===== src/vdc_consts.svh =====
`ifndef VDC_CONSTS_SVH
`define VDC_CONSTS_SVH

// ==========================================================================
// register byte offsets in the device's i/o window
// ==========================================================================
`define VDC_A_LOOPBACK 8'h00
`define VDC_A_LCMD 8'h01
`define VDC_A_LSTAT 8'h03
`define VDC_A_AMOD 8'h04
`define VDC_A_VECTOR 8'h07
`define VDC_A_DCMD 8'h10
`define VDC_A_LADDR0 8'h11
`define VDC_A_LREM 8'h15
`define VDC_A_PKT 8'h16
`define VDC_A_RADDR0 8'h18
`define VDC_A_RREM 8'h1B

// ==========================================================================
// field positions
// ==========================================================================
`define VDC_DC_BLOCK 0
`define VDC_DC_DONE 1
`define VDC_DC_IRQEN 2
`define VDC_DC_PAUSE 3
`define VDC_DC_DIR 6
`define VDC_DC_START 7
`define VDC_LC_NOFWD 2
`define VDC_LC_NOVME 4
`define VDC_LB_MASK 8'h03
`define VDC_LS_ERR_MASK 8'hC4
`define VDC_LS_TMO_BIT 2
`define VDC_RADDR_LOW_W 12
`define VDC_PKT_LOG2 8

// ==========================================================================
// reset values
// ==========================================================================
`define VDC_BYTE_RST 8'h00
`define VDC_VEC_RST 8'hFF

// ==========================================================================
// sequence steps
// ==========================================================================
`define VDC_ST_CHECK 5'h00
`define VDC_ST_MODE 5'h01
`define VDC_ST_LADDR 5'h02
`define VDC_ST_RADDR 5'h06
`define VDC_ST_LREM 5'h09
`define VDC_ST_RREM 5'h0A
`define VDC_ST_PKT 5'h0B
`define VDC_ST_VEC 5'h0C
`define VDC_ST_LCMD 5'h0D
`define VDC_ST_AMOD 5'h0E
`define VDC_ST_RBACK 5'h0F
`define VDC_ST_START 5'h10
`define VDC_ST_STAT 5'h11
`define VDC_ST_ACK 5'h12
`define VDC_ST_FWD 5'h13

// ==========================================================================
// timing
// ==========================================================================
`define VDC_CLK_MHZ 250
`define VDC_WDOG_MS 16
`define VDC_WDOG_CYC (`VDC_WDOG_MS * 1000 * `VDC_CLK_MHZ)
`define VDC_POLL_NS 1000
`define VDC_POLL_CYC ((`VDC_POLL_NS * `VDC_CLK_MHZ + 999) / 1000)

`endif


===== src/vdc_pkg.sv =====
package vdc_pkg;
	typedef logic [7:0] vdc_byte_t;
	typedef logic [4:0] vdc_step_t;
	typedef enum logic [2:0] {
		S_IDLE,
		S_ISSUE,
		S_ACK,
		S_WAIT,
		S_END
	} vdc_state_e;
endpackage : vdc_pkg


===== src/vdc_reg_port.sv =====
`timescale 1ns/1ns
`include "vdc_consts.svh"
module vdc_reg_port (
	input wire logic clk,
	input wire logic arst_n,
	input wire logic req,
	input wire logic req_wr,
	input wire vdc_pkg::vdc_byte_t req_addr,
	input wire vdc_pkg::vdc_byte_t req_wdata,
	output logic done,
	output vdc_pkg::vdc_byte_t rdata,
	output vdc_pkg::vdc_byte_t dev_addr,
	output vdc_pkg::vdc_byte_t dev_wdata,
	output logic dev_wr,
	output logic dev_rd,
	input wire logic dev_ack,
	input wire vdc_pkg::vdc_byte_t dev_rdata
);
	// ======================================================================
	// one byte access at a time, strobes held until the device answers
	// ======================================================================
	always_ff @(posedge clk or negedge arst_n) begin
		if (!arst_n) begin
			dev_wr <= 1'b0;
			dev_rd <= 1'b0;
			dev_addr <= `VDC_BYTE_RST;
			dev_wdata <= `VDC_BYTE_RST;
			done <= 1'b0;
			rdata <= `VDC_BYTE_RST;
		end else begin
			done <= 1'b0;
			if (dev_wr || dev_rd) begin
				if (dev_ack) begin
					dev_wr <= 1'b0;
					dev_rd <= 1'b0;
					done <= 1'b1;
					rdata <= dev_rdata;
				end
			end else if (req) begin
				dev_wr <= req_wr;
				dev_rd <= !req_wr;
				dev_addr <= req_addr;
				dev_wdata <= req_wdata;
			end
		end
	end
endmodule : vdc_reg_port


===== src/vdc_timer.sv =====
`timescale 1ns/1ns
module vdc_timer #(
	parameter int POLL_CYC = 250,
	parameter int WDOG_CYC = 4000000
) (
	input wire logic clk,
	input wire logic arst_n,
	input wire logic run,
	input wire logic poll_clr,
	output logic poll_due,
	output logic wdog_exp
);
	logic [31:0] poll_cnt_reg;
	logic [31:0] wdog_cnt_reg;

	// ======================================================================
	// poll spacing: reading the command register too often slows the move
	// ======================================================================
	always_ff @(posedge clk or negedge arst_n) begin
		if (!arst_n) begin
			poll_cnt_reg <= 32'h0;
			poll_due <= 1'b0;
		end else if (!run || poll_clr) begin
			poll_cnt_reg <= 32'h0;
			poll_due <= 1'b0;
		end else if (poll_cnt_reg >= 32'(POLL_CYC - 1)) begin
			poll_due <= 1'b1;
		end else begin
			poll_cnt_reg <= poll_cnt_reg + 32'h1;
		end
	end

	// ======================================================================
	// watchdog over the whole transfer
	// ======================================================================
	always_ff @(posedge clk or negedge arst_n) begin
		if (!arst_n) begin
			wdog_cnt_reg <= 32'h0;
			wdog_exp <= 1'b0;
		end else if (!run) begin
			wdog_cnt_reg <= 32'h0;
			wdog_exp <= 1'b0;
		end else if (wdog_cnt_reg >= 32'(WDOG_CYC - 1)) begin
			wdog_exp <= 1'b1;
		end else begin
			wdog_cnt_reg <= wdog_cnt_reg + 32'h1;
		end
	end
endmodule : vdc_timer


===== src/vdc_host.sv =====
// Overview of operation
// local transfer address holds the VMEbus address of the first location
// remote address: low 12 bits address, upper field first mapping entry
// local remainder count gets transfer length modulo 256
// remote remainder count gets the same value as local remainder
// packet count gets transfer length divided by 256
// command written twice: mode without start, then same bits plus start
// start write is the readback of the command with start added
// block mode rearbitrates after 512 bytes D64 or 256 bytes D32
// pause mode rearbitrates after at most 64 bytes
// non-block mode rearbitrates after every single transfer
// set local command bit 2 before setting start
// address modifier matches address width and block mode bit; code writes usr_am as given, not derived from usr_block
// done interrupt on level 1 or 2 when enabled and jumpered
// done bit set at end whether successful or failed
// clearing the done bit acknowledges and withdraws the interrupt
// local command bit 4 set blocks the done interrupt
// clearing local bit 2 after completion forwards held interrupts
// no cable access by either side during a transfer
// after done, read local status to look for errors
// device flags interface timeout if transfer exceeds 16 ms
// never start a transfer while either loopback mode is on
// device moves packets times 256 plus remainder bytes
`timescale 1ns/1ns
`include "vdc_consts.svh"
module vdc_host #(
	parameter int LEN_W = 16,
	parameter int POLL_CYC = `VDC_POLL_CYC,
	parameter int WDOG_CYC = `VDC_WDOG_CYC
) (
	input wire logic clk,
	input wire logic arst_n,
	input wire logic usr_start,
	input wire logic usr_dir,
	input wire logic usr_block,
	input wire logic usr_pause,
	input wire logic usr_irq_en,
	input wire logic [31:0] usr_vme_addr,
	input wire logic [11:0] usr_map_entry,
	input wire logic [11:0] usr_remote_addr,
	input wire logic [LEN_W-1:0] usr_length,
	input wire vdc_pkg::vdc_byte_t usr_am,
	input wire vdc_pkg::vdc_byte_t usr_vector,
	output logic usr_busy,
	output logic usr_done,
	output logic usr_refused,
	output logic usr_timeout,
	output logic usr_error,
	output vdc_pkg::vdc_byte_t usr_status,
	output vdc_pkg::vdc_byte_t dev_addr,
	output vdc_pkg::vdc_byte_t dev_wdata,
	output logic dev_wr,
	output logic dev_rd,
	input wire logic dev_ack,
	input wire vdc_pkg::vdc_byte_t dev_rdata,
	input wire logic dev_irq_n
);
	vdc_pkg::vdc_state_e state_reg;
	vdc_pkg::vdc_step_t step_reg;
	logic poll_reg;
	logic xfer_reg;
	logic wdog_hit_reg;
	logic fwd_off_reg;
	vdc_pkg::vdc_byte_t mode_reg;
	vdc_pkg::vdc_byte_t rb_reg;
	vdc_pkg::vdc_byte_t am_reg;
	vdc_pkg::vdc_byte_t vec_reg;
	logic [31:0] laddr_reg;
	logic [23:0] raddr_reg;
	logic [LEN_W-1:0] len_reg;
	logic port_req;
	logic req_wr;
	vdc_pkg::vdc_byte_t req_addr;
	vdc_pkg::vdc_byte_t req_wdata;
	logic port_done;
	vdc_pkg::vdc_byte_t port_rdata;
	logic poll_due;
	logic wdog_exp;
	logic irq_seen;
	logic done_seen;
	vdc_pkg::vdc_byte_t mode_next;

	assign irq_seen = mode_reg[`VDC_DC_IRQEN] && !dev_irq_n;
	assign done_seen = port_done && poll_reg && port_rdata[`VDC_DC_DONE];

	// ======================================================================
	// mode byte: direction, block, pause, done interrupt; start kept clear
	// ======================================================================
	always_comb begin
		mode_next = `VDC_BYTE_RST;
		mode_next[`VDC_DC_DIR] = usr_dir;
		mode_next[`VDC_DC_BLOCK] = usr_block; // see R08
		mode_next[`VDC_DC_PAUSE] = usr_block && usr_pause;
		mode_next[`VDC_DC_IRQEN] = usr_irq_en;
	end

	// ======================================================================
	// order latch
	// ======================================================================
	always_ff @(posedge clk or negedge arst_n) begin
		if (!arst_n) begin
			mode_reg <= `VDC_BYTE_RST;
			am_reg <= `VDC_BYTE_RST;
			vec_reg <= `VDC_VEC_RST;
			laddr_reg <= 32'h0;
			raddr_reg <= 24'h0;
			len_reg <= '0;
		end else if (state_reg == vdc_pkg::S_IDLE && usr_start) begin
			mode_reg <= mode_next;
			am_reg <= usr_am;
			vec_reg <= usr_vector;
			laddr_reg <= usr_vme_addr;
			raddr_reg <= {usr_map_entry, usr_remote_addr};
			len_reg <= usr_length;
		end
	end

	// ======================================================================
	// access of each step
	// ======================================================================
	always_comb begin
		req_wr = 1'b1;
		req_addr = `VDC_A_DCMD;
		req_wdata = `VDC_BYTE_RST;
		if (poll_reg) begin
			req_wr = 1'b0;
		end else begin
			case (step_reg)
				`VDC_ST_CHECK: begin
					req_wr = 1'b0;
					req_addr = `VDC_A_LOOPBACK;
				end
				`VDC_ST_MODE: begin
					req_wdata = mode_reg;
				end
				5'h02, 5'h03, 5'h04, 5'h05: begin
					req_addr = `VDC_A_LADDR0 + 8'(step_reg - `VDC_ST_LADDR);
					req_wdata = 8'(laddr_reg >> (8 * (step_reg - 5'h02)));
				end
				5'h06, 5'h07, 5'h08: begin
					req_addr = `VDC_A_RADDR0 + 8'(step_reg - `VDC_ST_RADDR);
					req_wdata = 8'(raddr_reg >> (8 * (step_reg - 5'h06)));
				end
				`VDC_ST_LREM: begin
					req_addr = `VDC_A_LREM;
					req_wdata = len_reg[7:0];
				end
				`VDC_ST_RREM: begin
					req_addr = `VDC_A_RREM;
					req_wdata = len_reg[7:0];
				end
				`VDC_ST_PKT: begin
					req_addr = `VDC_A_PKT;
					req_wdata = 8'(len_reg >> `VDC_PKT_LOG2); // see R05
				end
				`VDC_ST_VEC: begin
					req_addr = `VDC_A_VECTOR;
					req_wdata = vec_reg;
				end
				`VDC_ST_LCMD: begin
					// forwarding off, vme interrupts left open
					req_addr = `VDC_A_LCMD;
					req_wdata[`VDC_LC_NOFWD] = 1'b1;
					req_wdata[`VDC_LC_NOVME] = 1'b0;
				end
				`VDC_ST_AMOD: begin
					req_addr = `VDC_A_AMOD;
					req_wdata = am_reg;
				end
				`VDC_ST_RBACK: begin
					req_wr = 1'b0;
				end
				`VDC_ST_START: begin
					req_wdata = rb_reg | (8'h01 << `VDC_DC_START);
				end
				`VDC_ST_STAT: begin
					req_wr = 1'b0;
					req_addr = `VDC_A_LSTAT;
				end
				`VDC_ST_ACK: begin
					req_wdata = mode_reg; // see R15
				end
				`VDC_ST_FWD: begin
					req_addr = `VDC_A_LCMD;
					req_wdata = `VDC_BYTE_RST;
				end
				default: begin
					req_wr = 1'b0;
				end
			endcase
		end
	end

	assign port_req = state_reg == vdc_pkg::S_ISSUE;

	// ======================================================================
	// sequencer
	// ======================================================================
	always_ff @(posedge clk or negedge arst_n) begin
		if (!arst_n) begin
			state_reg <= vdc_pkg::S_IDLE;
			step_reg <= `VDC_ST_CHECK;
			poll_reg <= 1'b0;
			xfer_reg <= 1'b0;
			wdog_hit_reg <= 1'b0;
			rb_reg <= `VDC_BYTE_RST;
			usr_status <= `VDC_BYTE_RST;
			usr_refused <= 1'b0;
		end else begin
			case (state_reg)
				vdc_pkg::S_IDLE: begin
					if (usr_start) begin
						state_reg <= vdc_pkg::S_ISSUE;
						step_reg <= `VDC_ST_CHECK;
						wdog_hit_reg <= 1'b0;
						usr_refused <= 1'b0;
					end
				end
				vdc_pkg::S_ISSUE: begin
					state_reg <= vdc_pkg::S_ACK;
				end
				vdc_pkg::S_ACK: begin
					if (port_done) begin
						state_reg <= vdc_pkg::S_ISSUE;
						step_reg <= step_reg + 5'h01;
						if (poll_reg) begin
							poll_reg <= 1'b0;
							if (port_rdata[`VDC_DC_DONE]) begin
								xfer_reg <= 1'b0;
								step_reg <= `VDC_ST_STAT;
							end else begin
								state_reg <= vdc_pkg::S_WAIT;
								step_reg <= step_reg;
							end
						end else if (step_reg == `VDC_ST_CHECK &&
							(port_rdata & `VDC_LB_MASK) != 8'h00) begin
							state_reg <= vdc_pkg::S_END;
							usr_refused <= 1'b1;
						end else if (step_reg == `VDC_ST_RBACK) begin
							rb_reg <= port_rdata;
						end else if (step_reg == `VDC_ST_START) begin
							state_reg <= vdc_pkg::S_WAIT;
							xfer_reg <= 1'b1;
						end else if (step_reg == `VDC_ST_STAT) begin
							usr_status <= port_rdata;
						end else if (step_reg == `VDC_ST_FWD) begin
							state_reg <= vdc_pkg::S_END;
						end
					end
				end
				vdc_pkg::S_WAIT: begin
					// from here the done poll reads the command register at VDC_A_DCMD; watchdog expiry goes on to read local status at VDC_A_LSTAT
					if (wdog_exp) begin
						xfer_reg <= 1'b0;
						wdog_hit_reg <= 1'b1;
						step_reg <= `VDC_ST_STAT;
						state_reg <= vdc_pkg::S_ISSUE;
					end else if (irq_seen || poll_due) begin
						poll_reg <= 1'b1;
						state_reg <= vdc_pkg::S_ISSUE;
					end
				end
				vdc_pkg::S_END: begin
					state_reg <= vdc_pkg::S_IDLE;
				end
				default: begin
					state_reg <= vdc_pkg::S_IDLE;
				end
			endcase
		end
	end

	// ======================================================================
	// user-side flags
	// ======================================================================
	always_ff @(posedge clk or negedge arst_n) begin
		if (!arst_n) begin
			usr_busy <= 1'b0;
			usr_done <= 1'b0;
			usr_timeout <= 1'b0;
			usr_error <= 1'b0;
		end else begin
			usr_busy <= state_reg != vdc_pkg::S_IDLE ||
				(state_reg == vdc_pkg::S_IDLE && usr_start);
			usr_done <= state_reg == vdc_pkg::S_END;
			if (state_reg == vdc_pkg::S_END) begin
				usr_timeout <= wdog_hit_reg ||
					usr_status[`VDC_LS_TMO_BIT];
				usr_error <= wdog_hit_reg || usr_refused ||
					(usr_status & `VDC_LS_ERR_MASK) != 8'h00;
			end
		end
	end

	// ======================================================================
	// helper for checks: forwarding state last written to local command
	// ======================================================================
	always_ff @(posedge clk or negedge arst_n) begin
		if (!arst_n) begin
			fwd_off_reg <= 1'b0;
		end else if (dev_wr && dev_ack && dev_addr == `VDC_A_LCMD) begin
			fwd_off_reg <= dev_wdata[`VDC_LC_NOFWD];
		end
	end

	vdc_reg_port u_port (
		.clk(clk),
		.arst_n(arst_n),
		.req(port_req),
		.req_wr(req_wr),
		.req_addr(req_addr),
		.req_wdata(req_wdata),
		.done(port_done),
		.rdata(port_rdata),
		.dev_addr(dev_addr),
		.dev_wdata(dev_wdata),
		.dev_wr(dev_wr),
		.dev_rd(dev_rd),
		.dev_ack(dev_ack),
		.dev_rdata(dev_rdata)
	);

	vdc_timer #(
		.POLL_CYC(POLL_CYC),
		.WDOG_CYC(WDOG_CYC)
	) u_timer (
		.clk(clk),
		.arst_n(arst_n),
		.run(xfer_reg),
		.poll_clr(poll_reg),
		.poll_due(poll_due),
		.wdog_exp(wdog_exp)
	);
endmodule : vdc_host


===== config.mk =====
export PLATFORM = sky130hd
export DESIGN_NAME = vdc_host
export DESIGN_NICKNAME = d
export VERILOG_FILES = /design/src/vdc_pkg.sv /design/src/vdc_reg_port.sv /design/src/vdc_timer.sv /design/src/vdc_host.sv
export VERILOG_INCLUDE_DIRS = /design/src
export SDC_FILE = /design/constraint.sdc
export NUM_CORES = 1
export LEC_CHECK = 0
export BUFFER_PORTS_ARGS = -buffer_cell sky130_fd_sc_hd__buf_2
export CAP_MARGIN = 20
export CORE_AREA = 2 2 181 147
export DETAILED_ROUTE_END_ITERATION = 10
export DIE_AREA = 0 0 183 149
export GPL_TIMING_DRIVEN = 0
export SLEW_MARGIN = 20
export SYNTH_ARGS = -nofsm -noshare
export SYNTH_HDL_FRONTEND = slang
export SYNTH_SLANG_ARGS = --single-unit

===== constraint.sdc =====
create_clock -name clk -period 5.7 [get_ports clk]
set_input_delay 0.285 -clock clk [delete_from_list [all_inputs] [get_ports clk]]
set_output_delay 0.285 -clock clk [all_outputs]
set_load 0.01 [all_outputs]

=== After elaboration in Yosys (flattened, before gate mapping) ===
Cells that the tools add are included.
Widths: inputs -> output; s select.

* Flip-flop bits (word level): 216
* Input bits: 105
* Output and inout bits: 31
* Word-level logic and storage cells: 189

* Add/subtract/negate cells: 9
* $lt $le $gt $ge: 2
* Equal/unequal tests: 39
* Shift-type cells: 2
* Muxes and demuxes: 62
* Bitwise logic cells: 5
* Reductions and logical operators: 42

{| class="wikitable"
|+ Operators by type and width
! operator !! number
|-
| $mux 32 || 4
|-
| $pmux 8 s10 || 1
|-
| $add 32x1->32 const B || 2
|-
| $eq 5x4->1 const B || 8
|-
| $ge 32x22->1 const B || 1
|-
| $ge 32x8->1 const B || 1
|-
| $shr 24x32->8 || 1
|-
| $shr 32x32->8 || 1
|-
| $mux 3 || 10
|-
| $mux 1 || 28
|-
| $mux 5 || 5
|-
| $pmux 3 s8 || 1
|-
| $eq 5x3->1 const B || 4
|-
| $eq 5x5->1 const B || 4
|-
| $reduce_or 17->1 || 1
|-
| $mux 8 || 2
|-
| $pmux 2 s8 || 1
|-
| $reduce_bool 8->1 || 2
|-
| $pmux 5 s3 || 1
|-
| $reduce_and 5->1 || 3
|-
| $add 6x6->7 const A || 2
|-
| $ne 2x2->1 const B || 7
|-
| $reduce_and 7->1 || 2
|-
| $pmux 3 s4 || 1
|-
| 30 further kinds || 68
|}

=== Longest topological paths before layout ===
Gate-level depths: netlist of the first run.

* Depth after elaboration: 9
* Mapped depth: 10
* Mapped depth without buffers: 7

=== Cells and area by module ===
From an unflattened synthesis of the first run, not the netlist that was laid out.

* Cell total of the unflattened synthesis: 1,065
* Area, all modules: 10,548.9 um^2

{| class="wikitable"
|+ Modules (own cells, without submodules)
! module !! times used !! cells an instance !! area each (um^2) !! sequential area each (um^2)
|-
| vdc_host || 1 || 730 || 6,470.0 || 3,088.0
|-
| vdc_timer || 1 || 275 || 3,054.2 || 1,651.6
|-
| vdc_reg_port || 1 || 60 || 1,024.7 || 675.6
|}

=== Worst setup path after synthesis of the first run ===
No wires, ideal clock.

* Kind: reg-to-reg
* Start point: register step_reg[0]
* End point: register u_port.dev_wdata[0]
* Library setup time: 0.160 ns
* Arrival: 2.794 ns
* Data required time: 5.540 ns
* Setup slack: 2.746 ns
* Stages on the path, launching flop included: 10
* Buffers on the path: 3
* Period minus slack after synthesis: 2.954 ns
* Cell sequence: dfrtp_1 buf_1 clkbuf_1 inv_1 ha_1 clkbuf_1 o211ai_1 nand4_1 o41ai_1 a32oi_1

* Cells in the longest elaborated chain, start to end: 4
* Elaborated cells on any way between the ends: 25
* Those cells by class: 2 x add/sub; 15 x eq/ne; 2 x shift; 2 x mux; 4 x reduce/logical

{| class="wikitable"
|+ RTL lines
! element !! line !! source
|-
| start, declared || vdc_host.sv:59 || <nowiki>vdc_pkg::vdc_step_t step_reg;</nowiki>
|-
| start signal, assigned || vdc_host.sv:202 || <nowiki>step_reg <= `VDC_ST_CHECK;</nowiki>
|-
| start signal, assigned || vdc_host.sv:214 || <nowiki>step_reg <= `VDC_ST_CHECK;</nowiki>
|-
| start signal, assigned || vdc_host.sv:225 || <nowiki>step_reg <= step_reg + 5'h01;</nowiki>
|-
| $sub 5x2->6, or another cell as far along || vdc_host.sv:138 || <nowiki>req_wdata = 8'(laddr_reg >> (8 * (step_reg - 5'h02)));</nowiki>
|-
| $shr 32x32->8, or another cell as far along || vdc_host.sv:138 ||
|-
| $pmux 2 s8 * || vdc_host.sv:128 || <nowiki>case (step_reg)</nowiki>
|-
| $mux 8 * || vdc_host.sv:125 || <nowiki>if (poll_reg) begin</nowiki>
|-
| end signal, assigned || vdc_reg_port.sv:27 || <nowiki>dev_wdata <= `VDC_BYTE_RST;</nowiki>
|-
| end signal, assigned || vdc_reg_port.sv:43 || <nowiki>dev_wdata <= req_wdata;</nowiki>
|-
| end, declared || vdc_reg_port.sv:13 || <nowiki>output vdc_pkg::vdc_byte_t dev_wdata,</nowiki>
|}

Every way passes the cells marked *; elsewhere a longest branch is shown, timed or not.
A chain may end at the register's enable or synchronous reset.

=== Worst setup path after layout of the first run ===
* Start point: register step_reg[1]
* End point: register u_port.dev_addr[0]

* Cells in the longest elaborated chain, start to end: 4
* Elaborated cells on any way between the ends: 21
* Those cells by class: 15 x eq/ne; 2 x mux; 4 x reduce/logical

{| class="wikitable"
|+ RTL lines
! element !! line !! source
|-
| $eq 5x2->1, or another cell as far along || vdc_host.sv:128 ||
|-
| $reduce_or 4->1, or another cell as far along || vdc_host.sv:128 ||
|-
| $pmux 8 s10 * || vdc_host.sv:128 ||
|-
| $mux 8 * || vdc_host.sv:125 ||
|-
| end signal, assigned || vdc_reg_port.sv:26 || <nowiki>dev_addr <= `VDC_BYTE_RST;</nowiki>
|-
| end signal, assigned || vdc_reg_port.sv:42 || <nowiki>dev_addr <= req_addr;</nowiki>
|-
| end, declared || vdc_reg_port.sv:12 || <nowiki>output vdc_pkg::vdc_byte_t dev_addr,</nowiki>
|}

Marks and branches as above.

==> flow_summary_export.csv, run 1 <==
group,metric,value,unit
layout,area_growth,29.7,%
outcome,status,"completed",
floorplan,dieArea,27300,µm²
sta,tightest_slew,0.897,ns
synth,synth-simple-area-share,0.142,
synth,synth_edf_count,0,
routing,final_antenna_net_count,0,
clock_tree,post_cts_resized,0,
placed_design,placed_area,11200,µm²
routing,firstDrtPassIters,5,
placed_design,pre_cts_ws,1.60,ns
sta,fin_tns_setup,0,ns
setup_path,path_class,"register to register",
synth,muxShareOfSynthArea,0.162,
layout,final_util,0.506,
floorplan,fp.dieH,149,µm
routing,vias_per_cell,5.29,
synth,synth-main-ff-cell,"dfrtp_1",
sta,slew_headroom,0.401,
synth,yosys_warnings,0,
clock_tree,clock_sinks,215,
hold_path,worstHoldPathCells,3,
routing,wire_per_inst,18.2,µm
global_route,grt_use_total,0.200,
floorplan,core.rowCount,53,
placed_design,gp_congestion,0.930,
sta,setup_ws,1.51,ns
layout,final_area,13000,µm²
routing,drt_wl_total,27.0,mm
routing,drc,0,
pwr,peakVddDrop,0.304,mV
clock_tree,hold_buffers,101,
synth,synth_adder_area_share,0.0187,
setup_path,arrival,4.55,ns
sta,finalMaxSlewViolations,0,
floorplan,start_util,0.390,
clock_tree,clock_latency,0.54,ns
synth,synth_compound_area_frac,0.103,
clock_tree,cts_tree,"yes",
global_route,grt_pass1_vias,7809,
routing,drt-initial-drc-count,485,
hold_path,hold_path_class,"primary input to register",
sta,rsz0062_at_grt,"no",
synth,synth_seq_cells,215,
pwr,power_density,419,nW/µm²
placed_design,place_hpwl,18.2,mm
clock_tree,cts_root_buf,"clkbuf_16",
routing,via_count,7856,
clock_tree,htree_levels,1,
sta,final.min_clock_period,4.19,ns
synth,syn-instance-count,873,
synth,async_flop_share,1.00,
setup_path,reg2reg_depth,10,
sta,max_freq,239,MHz
setup_path,cp-end-kind,"register",
pwr,power_leakage,0.00576,µW
sta,setup_violations,0,
layout,n_antenna_cell,0,
clock_tree,cts_buffers,24,
setup_path,start_kind,"register",
global_route,antenna_found_initial,0,
global_route,grt_pass1_wl,43.2,mm
layout,layout_commonest_cell,"dfrtp_1",
layout,regArea,5390,µm²
global_route,grt_start_max_net_pins,93,
synth,synth_fp_nets,993,
clock_tree,clk_pin_slew,0.06,ns
synth,ys_types,63,
layout,final_nets,1257,
global_route,grt.overflow.total,0,
sta,fin_crit_sh,0.735,
synth,syn_area,10000,µm²
layout,final_cell_mix,"dfrtp_1 (207), buf_2 (143), mux2_2 (116)",
synth,synth-xor-area-share,0.00872,
sta,final-hold-violation-count,0,
sta,skew,0.0351,ns
flow_run,maxCapViolCount,0,
synth,ys_seq_area_frac,0.536,
setup_path,path_max_fanout,10,
layout,final_layout_size_suffix_gt1_frac,0.282,
floorplan,die_w,183,µm
layout,multi_input_area,4380,µm²
synth,synth_top_family_by_area,"multiplexers",
floorplan,core,25700,µm²
synth,avgSynthCellArea,11.5,µm²
setup_path,required,6.06,ns
clock_tree,clockBufferDepth,3,
layout,fillCellCount,2310,
clock_tree,postCtsSetupRepairBufs,0,
placed_design,port_buffers,135,
floorplan,pin_count,136,
==> power breakdown <==
group	switching, µW	internal (µW)	total (µW)	leakage (µW)
combinational	847	786	1630	0.00263
sequential	262	1970	2230	0.00275
clock	647	942	1590	0.000380
total	1760	3700	5460	0.00576
==> critical path, stage by stage (launching register included) <==
cell,delay [ns]
dfrtp_1,0.49
clkbuf_1,0.59
clkbuf_1,0.61
inv_1,0.29
ha_1,0.32
nor2_1,0.15
or3_1,0.12
clkbuf_1,0.29
nand2_1,0.25
o41ai_2,0.74
o21ai_0,0.19
==> final timing paths <==
check	startpoint	end	slack [ns]
setup / recovery	step_reg[1]$_DFFE_PN0P_	u_port.dev_addr[0]$_DFFE_PN0P_	1.51
max in group asynchronous	arst_n	vec_reg[3]$_DFFE_PN1P_	4.66
setup reg to reg	step_reg[1]$_DFFE_PN0P_	u_port.dev_addr[0]$_DFFE_PN0P_	1.51
min in group asynchronous	arst_n	u_port.dev_addr[1]$_DFFE_PN0P_	0.26
hold reg to reg	u_port.dev_addr[1]$_DFFE_PN0P_	u_port.dev_addr[1]$_DFFE_PN0P_	0.48
hold / removal	usr_pause	mode_reg[3]$_DFFE_PN0P_	0.03
==> routing by layer <==
layer,vias to the layer above,wire (µm),track usage
li1,3707,-,-
met3,37,1460,0.0437
met5,-,0,0
met4,0,499,0.0380
met2,186,12600,0.323
met1,3926,12400,0.281
==> per-stage QoR <==
stage               instances  total power [µW]  hold slack (ns)
detailed placement       1340              3840            0.219
finish                   1484              5460           0.0273
CTS                      1484              5490          0.00495
global placement         1338              3800            0.464
global route             1484              5770           0.0328
floorplan                 873              3300          -0.0106
==> Yosys cell counts, types with 7 or more instances <==
library cell,count,area (µm²)
dfrtp_1,207,5180
mux2_2,116,1310
nand2_1,53,199
o21ai_0,44,220
and2_1,40,250
clkbuf_1,39,146
a21oi_1,38,190
nor2_1,37,139
nand3_1,29,145
inv_1,22,82.6
or3_1,20,125
and3_1,17,106
ha_1,15,188
nor3_1,15,75.1
mux2i_1,14,140
nor4_1,13,81.3
a222oi_1,10,100
a32oi_1,9,78.8
buf_2,9,45.0
nand2b_1,9,56.3
nor2b_1,9,56.3
dfstp_2,8,210
mux4_2,8,180
xnor2_1,8,70.1
a211oi_1,7,52.6
nand4_1,7,43.8
==> logic make-up after synthesis <==
| kind of cell | Yosys count |
|---|---|
| DFF | 215 |
| xor gates and xnor gates | 10 |
| muxes | 138 |
| AOI/OAI and AO/OA | 154 |
| adders and majority gates | 15 |
| and+or+nand+nor | 266 |
| buffers and inverters | 75 |
==> area by class of cell <==
class                   instances  area share
repair buffers                238       0.134
clock inverters                10      0.0110
flip-flops and latches        215       0.414
inverters                      22     0.00634
clock buffers                  33      0.0502
plain buffers                  53      0.0164
multi-input cells             583       0.336
well taps                     330      0.0317
No activity file was read; power rests on OpenSTA's default activity.
==> run 2, diff against run 1 <==
Settings changed: ABC_AREA set to 1, CORE_AREA 2 2 181 147 to 2 2 188 153, DIE_AREA 0 0 183 149 to 0 0 190 155.
Clock period 5.7 ns to 4 ns, I/O delays scaled along.
==> run 2 against run 1 <==
  * Non-clock buffer count down 1
  * Die area grew 8.0%
  * Global-route usage up 1.9 points
  * Combinational power up 51%
  * Via count rose by 27%
  * Largest cell class unchanged
==> flow_summary_export.csv, run 2 <==
group,metric,value,unit
synth,synth_fp_nets,1528,
layout,final_layout_size_suffix_gt1_frac,0.155,
sta,setup_violations,0,
setup_path,crit_slowest_cell,"dfrtp_1",
setup_path,cp-end-kind,"register",
setup_path,slowest_delay,0.47,ns
floorplan,pin_count,136,
clock_tree,cts_root_buf,"clkbuf_16",
pwr,power_density,576,nW/µm²
synth,avgSynthCellArea,7.71,µm²
placed_design,gp_congestion,0.911,
global_route,grt.overflow.total,0,
layout,n_antenna_cell,0,
clock_tree,htree_levels,1,
routing,wire_per_inst,15.4,µm
setup_path,arrival,3.39,ns
layout,final_nets,1795,
synth,ys_top_cells_by_count,"nand2_1 (479), dfrtp_1 (207), inv_1 (139)",
clock_tree,post_cts_resized,0,
routing,drt_wl_total,31.8,mm
synth,ys_seq_area_frac,0.496,
global_route,grt_pass1_vias,9790,
routing,drt-initial-drc-count,748,
layout,final_cell_mix,"nand2_1 (479), dfrtp_1 (207), buf_2 (149)",
hold_path,hold_path_class,"primary input to register",
clock_tree,clk_pin_slew,0.06,ns
sta,fin_tns_setup,0,ns
clock_tree,clockBufferDepth,3,
sta,max_freq,337,MHz
routing,final_antenna_net_count,0,
clock_tree,cts_tree,"yes",
synth,yosysTopAreaCell,"dfrtp_1",
sta,final.min_clock_period,2.96,ns
setup_path,path_class,"register to register",
pwr,finalPower,8080,µW
floorplan,fp.dieH,155,µm
sta,finalMaxSlewViolations,0,
synth,synth-main-ff-cell,"dfrtp_1",
routing,drc,0,
clock_tree,clock_latency,0.54,ns
synth,yosys_warnings,0,
synth,synth_area_leaders,"dfrtp_1 (48%), nand2_1 (17%), o21ai_0 (5.1%)",
pwr,peakVddDrop,0.324,mV
routing,firstDrtPassIters,6,
flow_run,maxCapViolCount,0,
setup_path,required,4.42,ns
synth,synth_top_area_share,0.477,
synth,syn_area,10900,µm²
synth,ys_types,40,
layout,layout_commonest_cell,"nand2_1",
setup_path,path_max_fanout,13,
synth,synth_seq_cells,215,
layout,area_growth,29.3,%
synth,synth_edf_count,0,
synth,syn-instance-count,1408,
routing,via_count,10000,
floorplan,die_w,190,µm
global_route,grt_pass1_wl,51.7,mm
routing,vias_per_cell,4.85,
sta,slew_headroom,0.489,
floorplan,core,27700,µm²
sta,tightest_slew,0.763,ns
clock_tree,clock_sinks,215,
placed_design,place_hpwl,22.9,mm
pwr,power_leakage,0.00716,µW
sta,rsz0062_at_grt,"no",
sta,final-hold-violation-count,0,
floorplan,core.rowCount,55,
setup_path,start_kind,"register",
synth,yosysMostFrequentCell,"nand2_1",
placed_design,port_buffers,135,
floorplan,start_util,0.392,
global_route,antenna_found_initial,0,
floorplan,dieArea,29500,µm²
sta,fin_crit_sh,0.741,
synth,async_flop_share,1.00,
global_route,grt_start_max_net_pins,85,
outcome,status,"completed",
clock_tree,cts_buffers,25,
global_route,grt_use_total,0.220,
setup_path,cp_cell_sequence,"buf_2, inv_1, buf_2, ha_1, inv_1, nor2_2, nand2_1, nand2_2, inv_1, o21ai_0, nor2_1, nand3_1, nand2_1, nand2_1",
sta,skew,0.0160,ns
## run 2: changes by cell type after synthesis, moves of 14 or more
cell / previous run / this run
xor2_1: 2 / 16
mux2_2: 116 / 1
nand3_1: 29 / 109
clkbuf_1: 39 / 24
or3_1: 20 / 0
and3_1: 17 / 0
o21ai_0: 44 / 111
mux2i_1: 14 / 0
inv_1: 22 / 139
nor2_1: 37 / 138
nand2_1: 53 / 479
and2_1: 40 / 0
## run 2: layout make-up
cell class                 count  area, µm²
tap                          370        463
sequential                   215       5390
buffer                        50        270
multi-input combinational    997       4640
clock inverter                15        254
fill                        2712      13700
timing repair buffer         240       1770
clock buffer                  31        688
inverter                     146        561
## run 2: cell families after synthesis
| logic type | after synthesis | synth area share |
|---|---|---|
| xor gates and xnor gates | 22 | 0.0177 |
| adders and majority gates | 15 | 0.0173 |
| muxes | 1 | 0.00104 |
| buffers and inverters | 196 | 0.0765 |
| and+or+nand+nor | 794 | 0.308 |
| AOI/OAI and AO/OA | 165 | 0.0826 |
| DFF | 215 | 0.496 |
## run 2: metal layers
| metal | up-vias | track usage | share of wire |
|---|---|---|---|
| met5 | - | 0 | 0 |
| met4 | 0 | 0.0520 | 0.020 |
| met3 | 44 | 0.0329 | 0.058 |
| met2 | 280 | 0.323 | 0.41 |
| met1 | 4699 | 0.338 | 0.51 |
| li1 | 4993 | - | - |
## run 2: worst max-delay path: cells and delay by family (launching register included)
family | cells | cell delay (ns)
AOI/OAI and AO/OA | 1 | 0.09
and+or+nand+nor | 7 | 0.92
adders and majority gates | 1 | 0.30
DFF | 1 | 0.47
buffers and inverters | 5 | 1.09
## run 2: metrics by stage
stage               instances  worst slack, ns  utilization  hold slack, ns  instance area [µm²]
floorplan                1408             1.88            -         -0.0956                10900
global placement         1913            -1.11        0.433           0.396                12000
detailed placement       1915             1.12        0.435           0.215                12100
CTS                      2064             1.10        0.506           0.136                14000
global route             2064            0.852        0.506           0.188                14000
finish                   2064             1.04        0.506           0.158                14000
## run 2: power breakdown
part	internal, µW	switching [µW]
logic	783	1680
registers	2760	284
clock network	1620	955
total	5160	2920
## run 2: final timing paths
kind / start / slack [ns] / to / cells after the start
min reg2reg: u_timer.wdog_cnt_reg[26]$_DFFE_PN0P_ / 0.47 / u_timer.wdog_cnt_reg[26]$_DFFE_PN0P_ / 2
min: dev_irq_n / 0.16 / state_reg[0]$_DFFE_PN0P_ / 5
min in group asynchronous: arst_n / 0.21 / len_reg[9]$_DFFE_PN0P_ / 2
max in group asynchronous: arst_n / 2.97 / u_timer.poll_cnt_reg[23]$_DFFE_PN0P_ / 3
max reg2reg: step_reg[1]$_DFFE_PN0P_ / 1.04 / u_port.dev_wdata[4]$_DFFE_PN0P_ / 14
max: step_reg[1]$_DFFE_PN0P_ / 1.04 / u_port.dev_wdata[4]$_DFFE_PN0P_ / 14
## run 2: what timing repair did
item	4_1_cts	5_1_grt
setup buffers	0	0
hold endpoints to repair	170	0
hold buffers	103	0
